--- src/hdl/cdc_cfg.svh ---
// address map, reset values and timing counts of the comparator control block
`ifndef CDC_CFG_SVH
`define CDC_CFG_SVH
`define CDC_ADDR_W 4
`define CDC_DATA_W 8
`define CDC_A_CTRL_BASE 4'h0
`define CDC_A_CTRL_STRIDE 4'h2
`define CDC_A_MIRROR 4'h8
`define CDC_A_FLAGS 4'h9
`define CDC_A_ASEL 4'ha
`define CDC_A_PORT 4'hb
`define CDC_CTRL0_RST 8'h04
`define CDC_CTRL0_WMASK 8'h9f
`define CDC_CTRL1_RST 8'h00
`define CDC_ASEL_RST 8'hff
`define CDC_CLK_NS 20
`define CDC_ZLF_NS 20
`define CDC_ZLF_CYC_RAW (`CDC_ZLF_NS / `CDC_CLK_NS)
`define CDC_ZLF_CYC ((`CDC_ZLF_CYC_RAW < 1) ? 1 : `CDC_ZLF_CYC_RAW)
`define CDC_INSTR_CLKS 4
`define CDC_NUM_CMP 2
`endif

--- src/hdl/cdc_pkg.sv ---
// types shared by the comparator control block
`default_nettype none
package cdc_pkg;
	typedef enum logic [2:0] {
		CDC_POS_PIN0  = 3'h0,
		CDC_POS_PIN1  = 3'h1,
		CDC_POS_FLT_A = 3'h2,
		CDC_POS_FLT_B = 3'h3,
		CDC_POS_DAC_B = 3'h4,
		CDC_POS_DAC_A = 3'h5,
		CDC_POS_REF2  = 3'h6,
		CDC_POS_GND   = 3'h7
	} cdc_pos_sel_t;
	typedef enum logic [2:0] {
		CDC_NEG_PIN0  = 3'h0,
		CDC_NEG_PIN1  = 3'h1,
		CDC_NEG_PIN2  = 3'h2,
		CDC_NEG_PIN3  = 3'h3,
		CDC_NEG_FLT_A = 3'h4,
		CDC_NEG_FLT_B = 3'h5,
		CDC_NEG_REF2  = 3'h6,
		CDC_NEG_GND   = 3'h7
	} cdc_neg_sel_t;
	typedef struct packed {
		logic comparator_enable_bit;
		logic comparator_result_bit;
		logic unused_bit;
		logic output_invert_bit;
		logic glitch_filter_enable;
		logic speed_power_select;
		logic hysteresis_enable;
		logic timer_sync_enable;
	} cdc_ctrl0_t;
	typedef struct packed {
		logic         rising_edge_irq_enable;
		logic         falling_edge_irq_enable;
		cdc_pos_sel_t positive_input_select;
		cdc_neg_sel_t negative_input_select;
	} cdc_ctrl1_t;
	typedef struct packed {
		logic         inputs_connected;
		logic         comparator_enable_bit;
		logic         speed_power_select;
		logic         hysteresis_enable;
		cdc_pos_sel_t positive_input_select;
		cdc_neg_sel_t negative_input_select;
	} cdc_analog_ctl_t;
	typedef struct packed {
		logic [3:0] addr;
		logic [7:0] wdata;
		logic       wr;
		logic       rd;
	} cdc_bus_req_t;
endpackage
`default_nettype wire

--- src/hdl/cdc_comparator_ctrl.sv ---
// digital control around the analog comparators: registers, filter, sync, edge flags
// Overview of operation
// - in sync mode sample the result on the divided timer clock falling edge
// - capture on falling timer edges because the timer counts on rising ones
// - rising and falling detectors set the shared flag when their enable is one
// - only software clears the flag; an edge during the clear keeps it set
// - toggling polarity or enable changes the output even while disabled
// - a cleared enable disconnects all comparator inputs whatever the selects say
// - with the filter on, a transition cannot reverse for 20 ns
// - port reads return zero for every pin set as analog input
// - control 0 bit 7 enables the comparator, resets to zero
// - control 0 bit 6 reads the result after polarity
// - control 0 bit 4 inverts the output; bit 5 reads zero
// - control 0 bit 3 routes the output through the glitch filter
// - control 0 bit 2 selects fast normal power, resets to one
// - control 0 bit 0 makes the timer and pin output follow timer falling edges
// - control 1 bits 7 and 6 enable flag setting on rising and falling edges
// - control 1 bits 5 to 3 pick the positive input source
// - control 1 bits 2 to 0 pick the negative input source
// - the software-visible result is re-latched once per instruction cycle
// - a read-only mirror holds comparator one at bit 0, two at bit 1
`include "cdc_cfg.svh"
`default_nettype none
module cdc_comparator_ctrl
	import cdc_pkg::*;
#(
	parameter int NUM_CMP     = `CDC_NUM_CMP,
	parameter int INSTR_CLKS  = `CDC_INSTR_CLKS,
	parameter int ZLF_CYC     = `CDC_ZLF_CYC
) (
	input  wire logic                          core_clk,
	input  wire logic                          rst_n,
	input  wire logic                          ce,
	input  wire cdc_bus_req_t                  bus_req,
	output var  logic [7:0]                    rd_data,
	input  wire logic [NUM_CMP-1:0]            cmp_raw,
	input  wire logic                          tmr_clk_div,
	input  wire logic [7:0]                    port_pins,
	output var  cdc_analog_ctl_t [NUM_CMP-1:0] ana_ctl,
	output var  logic [NUM_CMP-1:0]            cmp_out,
	output var  logic [NUM_CMP-1:0]            comparator_irq_flag
);

	// the mirror and the address map only have room for two comparators
	if (NUM_CMP < 1 || NUM_CMP > 2) begin : g_chk_num
		$error("NUM_CMP must be 1 or 2");
	end
	// a single-clock instruction cycle would let edge pulses run together
	if (INSTR_CLKS < 2 || INSTR_CLKS > 255) begin : g_chk_instr
		$error("INSTR_CLKS must be 2 to 255");
	end
	if (ZLF_CYC < 1 || ZLF_CYC > 255) begin : g_chk_zlf
		$error("ZLF_CYC must be 1 to 255");
	end

	localparam logic [7:0] INSTR_LAST = 8'(INSTR_CLKS - 1);
	localparam logic [7:0] ZLF_LOAD   = 8'(ZLF_CYC);

	cdc_ctrl0_t         comparator_control_0 [NUM_CMP];
	cdc_ctrl1_t         comparator_control_1 [NUM_CMP];
	logic [7:0]         analog_select_register;
	logic [7:0]         instr_cnt;
	logic               tick;
	logic               tick_ce;
	logic [NUM_CMP-1:0] next_pol;
	logic [NUM_CMP-1:0] filt;
	logic [7:0]         hold_cnt [NUM_CMP];
	logic [NUM_CMP-1:0] result;
	logic [NUM_CMP-1:0] prev_result;
	logic [NUM_CMP-1:0] edge_set;
	logic [NUM_CMP-1:0] clr;
	logic               tclk_q;
	logic               tclk_fall;
	logic [NUM_CMP-1:0] sync_q;
	logic [7:0]         port_view;
	logic [7:0]         next_rd;

	function automatic logic [3:0] ctrl_addr(input int idx, input logic sel);
		ctrl_addr = 4'(`CDC_A_CTRL_BASE + `CDC_A_CTRL_STRIDE * idx) + {3'h0, sel};
	endfunction

	function automatic logic wr_hit(input cdc_bus_req_t req, input logic [3:0] a);
		wr_hit = req.wr && (req.addr == a);
	endfunction

	// configuration registers
	always_ff @(posedge core_clk) begin
		if (!rst_n) begin
			for (int i = 0; i < NUM_CMP; i++) begin
				comparator_control_0[i] <= cdc_ctrl0_t'(`CDC_CTRL0_RST);
				comparator_control_1[i] <= cdc_ctrl1_t'(`CDC_CTRL1_RST);
			end
			analog_select_register <= `CDC_ASEL_RST;
		end else if (ce) begin
			for (int i = 0; i < NUM_CMP; i++) begin
				// result and bit 5 are never stored: they read from logic or as zero
				if (wr_hit(bus_req, ctrl_addr(i, 1'b0))) begin
					comparator_control_0[i] <=
						cdc_ctrl0_t'(bus_req.wdata & `CDC_CTRL0_WMASK);
				end
				if (wr_hit(bus_req, ctrl_addr(i, 1'b1))) begin
					comparator_control_1[i] <= cdc_ctrl1_t'(bus_req.wdata);
				end
			end
			if (wr_hit(bus_req, `CDC_A_ASEL)) begin
				analog_select_register <= bus_req.wdata;
			end
		end
	end

	// drive toward the analog core
	always_ff @(posedge core_clk) begin
		if (!rst_n) begin
			ana_ctl <= '0;
		end else if (ce) begin
			for (int i = 0; i < NUM_CMP; i++) begin
				ana_ctl[i].inputs_connected <=
					comparator_control_0[i].comparator_enable_bit;
				ana_ctl[i].comparator_enable_bit <=
					comparator_control_0[i].comparator_enable_bit;
				ana_ctl[i].speed_power_select <=
					comparator_control_0[i].speed_power_select;
				ana_ctl[i].hysteresis_enable <=
					comparator_control_0[i].hysteresis_enable;
				ana_ctl[i].positive_input_select <=
					comparator_control_1[i].positive_input_select;
				ana_ctl[i].negative_input_select <=
					comparator_control_1[i].negative_input_select;
			end
		end
	end

	// a disabled core reads low, so enable and polarity still move the output
	always_comb begin
		for (int i = 0; i < NUM_CMP; i++) begin
			next_pol[i] = (cmp_raw[i] & comparator_control_0[i].comparator_enable_bit)
				^ comparator_control_0[i].output_invert_bit;
		end
	end

	// glitch filter: zero latency on the first change, then reversal is held off
	always_ff @(posedge core_clk) begin
		if (!rst_n) begin
			filt <= '0;
			for (int i = 0; i < NUM_CMP; i++) begin
				hold_cnt[i] <= 8'h00;
			end
		end else if (ce) begin
			for (int i = 0; i < NUM_CMP; i++) begin
				if (comparator_control_0[i].glitch_filter_enable && hold_cnt[i] != 8'h00) begin
					hold_cnt[i] <= hold_cnt[i] - 8'h01;
				end else begin
					filt[i] <= next_pol[i];
					hold_cnt[i] <= (next_pol[i] != filt[i]) ? ZLF_LOAD : 8'h00;
				end
			end
		end
	end

	// instruction cycle timebase
	assign tick = (instr_cnt == INSTR_LAST);
	assign tick_ce = tick & ce;

	always_ff @(posedge core_clk) begin
		if (!rst_n) begin
			instr_cnt <= 8'h00;
		end else if (ce) begin
			instr_cnt <= tick ? 8'h00 : instr_cnt + 8'h01;
		end
	end

	// latched result and edge detectors
	always_ff @(posedge core_clk) begin
		if (!rst_n) begin
			result <= '0;
			prev_result <= '0;
			edge_set <= '0;
		end else if (ce) begin
			if (tick) begin
				result <= filt;
			end
			prev_result <= result;
			for (int i = 0; i < NUM_CMP; i++) begin
				edge_set[i] <=
					(result[i] & ~prev_result[i] &
					 comparator_control_1[i].rising_edge_irq_enable) |
					(~result[i] & prev_result[i] &
					 comparator_control_1[i].falling_edge_irq_enable);
			end
		end
	end

	// flags clear by writing one; a simultaneous edge wins
	always_comb begin
		for (int i = 0; i < NUM_CMP; i++) begin
			clr[i] = wr_hit(bus_req, `CDC_A_FLAGS) && bus_req.wdata[i];
		end
	end

	always_ff @(posedge core_clk) begin
		if (!rst_n) begin
			comparator_irq_flag <= '0;
		end else if (ce) begin
			comparator_irq_flag <= edge_set | (comparator_irq_flag & ~clr);
		end
	end

	// timer clock is sampled as a plain input; the falling edge is seen on the first clock that samples it low
	assign tclk_fall = tclk_q & ~tmr_clk_div;

	always_ff @(posedge core_clk) begin
		if (!rst_n) begin
			tclk_q <= 1'b0;
			sync_q <= '0;
			cmp_out <= '0;
		end else if (ce) begin
			tclk_q <= tmr_clk_div;
			if (tclk_fall) begin
				sync_q <= filt;
			end
			for (int i = 0; i < NUM_CMP; i++) begin
				// the asynchronous path still costs one flop: outputs are registered
				cmp_out[i] <= comparator_control_0[i].timer_sync_enable ?
					sync_q[i] : filt[i];
			end
		end
	end

	// register read port
	assign port_view = port_pins & ~analog_select_register;

	always_comb begin
		next_rd = 8'h00;
		if (bus_req.addr == `CDC_A_MIRROR) begin
			next_rd = 8'(result);
		end else if (bus_req.addr == `CDC_A_FLAGS) begin
			next_rd = 8'(comparator_irq_flag);
		end else if (bus_req.addr == `CDC_A_ASEL) begin
			next_rd = analog_select_register;
		end else if (bus_req.addr == `CDC_A_PORT) begin
			next_rd = port_view;
		end else begin
			for (int i = 0; i < NUM_CMP; i++) begin
				if (bus_req.addr == ctrl_addr(i, 1'b0)) begin
					next_rd = comparator_control_0[i];
					next_rd[6] = result[i];
				end else if (bus_req.addr == ctrl_addr(i, 1'b1)) begin
					next_rd = comparator_control_1[i];
				end
			end
		end
	end

	always_ff @(posedge core_clk) begin
		if (!rst_n) begin
			rd_data <= 8'h00;
		end else if (ce) begin
			rd_data <= bus_req.rd ? next_rd : 8'h00;
		end
	end

	for (genvar g = 0; g < NUM_CMP; g++) begin : g_chk

	end
endmodule
`default_nettype wire

--- config.mk ---
export PLATFORM = sky130hd
export DESIGN_NAME = cdc_comparator_ctrl
export DESIGN_NICKNAME = d
export VERILOG_FILES = /design/src/hdl/cdc_pkg.sv /design/src/hdl/cdc_comparator_ctrl.sv
export VERILOG_INCLUDE_DIRS = /design/src /design/src/hdl
export SDC_FILE = /design/constraint.sdc
export NUM_CORES = 1
export LEC_CHECK = 0
export BUFFER_PORTS_ARGS = -buffer_cell sky130_fd_sc_hd__buf_2
export CORE_MARGIN = 2
export CORE_UTILIZATION = 50
export DETAILED_ROUTE_END_ITERATION = 8
export GPL_ROUTABILITY_DRIVEN = 1
export PLACE_DENSITY = 0.71
export SLEW_MARGIN = 40
export SYNTH_ARGS = -nofsm -noshare
export SYNTH_HDL_FRONTEND = slang
export SYNTH_SLANG_ARGS = --single-unit
--- constraint.sdc ---
create_clock -name core_clk -period 6.45 [get_ports core_clk]
set_clock_uncertainty 0.1 [all_clocks]
set_input_delay 0.645 -clock core_clk [delete_from_list [all_inputs] [get_ports core_clk]]
set_output_delay 0.645 -clock core_clk [all_outputs]
set_load 0.1 [all_outputs]
### Yosys cells after proc, flatten, opt, wreduce, memory -nomap -nowiden

Memory sizes are Yosys's and may differ from the RTL's.
Index checks and enable logic that the tools add are counted.

| storage, ports and cells | value |
|---|---|
| flip-flop bits (word level) | 57 |
| memory bits (writable) | 44 |
| output and inout port bits | 32 |
| word-level logic and storage cells | 146 |
| memories kept | 3 |

Memories:

| memory | words | width | rd ports | clocked after memory_dff | wr ports | RTL line | RTL |
|---|---|---|---|---|---|---|---|
| comparator_control_1 | 2 | 8 | 2 | 0 | 2 | cdc_comparator_ctrl.sv:60 | `cdc_ctrl1_t comparator_control_1 [NUM_CMP];` |
| hold_cnt | 2 | 8 | 2 | 0 | 2 | cdc_comparator_ctrl.sv:67 | `logic [7:0] hold_cnt [NUM_CMP];` |
| comparator_control_0 | 2 | 6 | 2 | 0 | 2 | cdc_comparator_ctrl.sv:59 | `cdc_ctrl0_t comparator_control_0 [NUM_CMP];` |

| cells by class | value |
|---|---|
| add/subtract/negate cells | 3 |
| equal/unequal tests | 10 |
| muxes and demuxes | 55 |
| bitwise operators | 35 |
| reduce and logical (&&, ||, !) cells | 18 |

Operators by type and width:

| cell | count |
|---|---|
| $mux W8 | 16 |
| $mux W1 | 37 |
| $eq A4 B4 Y1 const B | 4 |
| $reduce_bool A8 Y1 | 2 |
| $sub A8 B1 Y8 const B | 2 |
| $mux W6 | 2 |
| $and A1 B1 Y1 | 11 |
| $logic_and A1 B1 Y1 | 10 |
| $or A1 B1 Y1 | 10 |
| $reduce_and A2 Y1 | 5 |
| $add A8 B1 Y8 const B | 1 |
| $and A8 B8 Y8 | 1 |
| $eq A4 B2 Y1 const B | 2 |
| $eq A8 B2 Y1 const B | 1 |
| $not A8 Y8 | 1 |
| $not A1 Y1 | 7 |
| $eq A4 B1 Y1 const B | 1 |
| $logic_not A4 Y1 | 1 |
| $and A2 B2 Y2 | 1 |
| $ne A1 B1 Y1 | 2 |
| $not A2 Y2 | 1 |
| $or A2 B2 Y2 | 1 |
| $xor A1 B1 Y1 | 2 |

### Longest topological paths before layout

| logic depth | value |
|---|---|
| word-level depth | 10 |
| depth in mapped cells | 7 |

### Worst setup path after synthesis

No wires, ideal clock.

| timing path | value |
|---|---|
| path kind | input port to flip-flop |
| start | input bus_req[13] in the netlist's numbering |
| end | memory comparator_control_1[0][0] in the netlist's numbering, enable pin |
| library setup time | 0.384 ns |
| data arrival time | 2.046 ns |
| data required time | 5.966 ns |
| setup slack | 3.920 ns |
| stages | 5 |
| path buffers | 2 |
| cells stage by stage | buf_2 -> buf_1 -> nor3_1 -> nand2_1 -> o21ai_0 |

RTL lines:

| item | RTL line | RTL |
|---|---|---|
| start: declaration | cdc_comparator_ctrl.sv:34 | `input wire cdc_bus_req_t bus_req,` |
| end: declaration | cdc_comparator_ctrl.sv:60 |  |

==> run metrics <==
Num CTS Buffers=9; All-Layer GR Usage=0.2177; setup TNS=0 ps; RR Startpoint=hold_cnt[0][0]; Syn Std Cell Area=0.004609 mm2; post-synthesis sequential area ratio=0.5190; final core occ=0.5643; Yosys cell types=58; synth top area cells=dfxtp_1 (28%), edfxtp_1 (24%), mux2i_1 (6.5%); worst reg2reg path depth=5; worst hold path depth=2; routability cong.=0.8618; io pins=60; WHS Endpoint=rd_data[5]; CP max stage delay=640 ps; most frequent cell after synthesis=dfxtp_1; worst skew pair latency=roughly 360 ps; top_reg_cell synth=dfxtp_1; CTS tree=done; Worst setup startpoint=ce; worst slew pin tran=754.4 ps; routed len/inst=16.61 um; fin worst setup slack=3727 ps; placed cell areas=0.004930 mm2; CTS max path bufs=2; largest net degree at the start of global routing=58; Remaining Overflow, GRT=0; Tmin final=2723 ps; Post-DRT Antenna Nets=0; via count=around 3600; Seq cells post-synth=101; clk root buf=clkbuf_8; Hold Fails Final Rpt=0; Initial Utilization=0.5060; PD cells=268.3 mW/mm2; critical path class=in -> reg; Slew Limit Fails=0; Critical Path RT=6350 ps; syn_nets=~490; hold path startpoint=rd_data[5]; R2R setup slack=about 4200 ps; Post-synth top cells=dfxtp_1 (64), nor2_1 (63), nand2_1 (47); antenna cell count=0; Max-cap violations=0; DRC=0; Total Routed Length=slightly above 10 mm; Post-Synthesis Cells=462; status=complete, no violations; Hold/Removal Path Class=reg -> reg; Reg clk slew, reported paths=between 100 and 150 ps; initial antenna violation count=0; die area=0.01000 mm2; Post-synth EDFFs=37; Slowest-stage cell, CP=o21ai_1; crit-path cells=buf_2, buf_4, nand2_1, nor3_1, nand2_1, o21ai_1; Port Buffer Count=59; starting DRC count in detailed routing=262; startpoint types=input pin; area share of the largest cell type after synthesis=0.2780; CTS Hold Bufs=0; Pleak=0.002112 uW; Crit path top cell by count=nand2_1; WHS=~350 ps; critical path peak fanout=57; first-pass GRT wire length=16.86 mm; number of detailed-route iterations in the first pass=5; Net count, final=540; DIE HEIGHT=100.0 um; worst rel slew slack=0.4937; largest area contributor in the netlist=dfxtp_1; post-CTS setup repair buffer count=0; Area growth, synth to finish=11.51%; Final Cell Area=0.005140 mm2; RSZ-0062 raised after global routing=false; Synth Warn #=0; Async SR Flop Fraction=0; row count=35; Final period util=0.4222; Peak Freq=around 370 MHz; Peak VDD IR=around 150 uV; HPWL Detailed=7.552 mm; CP arrival=2620 ps; clock sink count=approximately 100; H-tree Lvls=3; Die W=100.0 um; r2r endpoint=hold_cnt[0][6]; quantity of gates resized following cts=0; pre-CTS WS=3415 ps; syn avg cell area=9.977 um2; vias in the first global route=3424; layout cells sized above 1=0.1790; Core Area=0.009109 mm2; Via density=5.709; # setup viols final=0; CP endpoint kind=flip-flop
## placed cells by master (no fill, tap or decap), types with 7 or more instances in the layout
master and count:
o211ai_1 8, nand3_1 8, xor2_1 7, and2_1 11
mux2_2 7, nand4_1 7, nor2_1 63, xnor2_1 7
o21ai_0 14, a22oi_1 8, clkbuf_8 9, nor3_1 12
dfxtp_1 64, nand2_1 47, buf_2 59, inv_1 14
mux2i_1 30, a21oi_1 13, edfxtp_1 37
## stage by stage
stage / total power [uW] / instances
3_3_place_gp: 964.1 / 609
2_1_floorplan: 917.1 / 462
6_report: 1379 / 625
3_5_place_dp: 968.3 / 609
5_1_grt: 1437 / 625
4_1_cts: 1389 / 625
## power breakdown
group	leakage [uW]	internal [uW]	switching, uW
sequential	0.000890	693	26.8
clock	0.000110	190	234
combinational	0.00111	70.6	165
total	0.00211	953	426
## layer usage
metal,routed length [um],vias up,GRT usage,part of all wire
met4,261,0,0.08430,0.025
li1,-,1759,-,-
met3,545,22,0.03482,0.053
met1,4583,1673,0.2873,0.44
met2,4989,114,0.3617,0.48
met5,0,-,0,0
## worst max path at each step
| stage | to | slack [ps] | cells past startpoint |
|---|---|---|---|
| after floorplan | comparator_control_1[0][0] | 3920 | 5 |
| final | comparator_control_1[0][5] | 3730 | 6 |
| after global placement | comparator_control_1[0][13] | 3220 | 6 |
| after detailed placement | comparator_control_1[0][3] | 3410 | 6 |
| after global routing | comparator_control_1[0][1] | 3520 | 6 |
| after CTS | comparator_control_1[0][5] | 3790 | 6 |
## state kept, by name (all words and copies together) (netlist names)
name	cells
ana_ctl	18
analog_select_register	8
sync_q	2
filt	2
rd_data	8
hold_cnt	16
comparator_control_0	12
tclk_q	1
instr_cnt	8
prev_result	2
result	2
comparator_irq_flag	2
comparator_control_1	16
cmp_out	2
edge_set	2
## kinds of logic (layout without fill, tap and decap cells)
kind of cell | after synthesis | after routing | share of synthesized area
buf+inv | 40 | 92 | 0.04099
xor+xnor | 15 | 15 | 0.03176
simple gates | 183 | 183 | 0.1903
flops | 101 | 101 | 0.5190
mux | 37 | 37 | 0.08225
fa+ha+maj | 3 | 3 | 0.008144
compound gates | 83 | 83 | 0.1276
## area by class of cell
cell class	count	area, um2
fill	822	3969
sequential	101	2392
multi-input combinational	321	2028
timing repair buffer	62	317.8
tap	111	138.9
clock buffer	9	123.9
clock inverter	7	86.33
inverter	14	52.55
## critical path: cells and delay by family
family / cells / cell delay (ps)
and+or+nand+nor: 3 / 700
AOI/OAI and AO/OA: 1 / 640
buffers and inverters: 2 / 620
(Power assumes the default switching activity.)
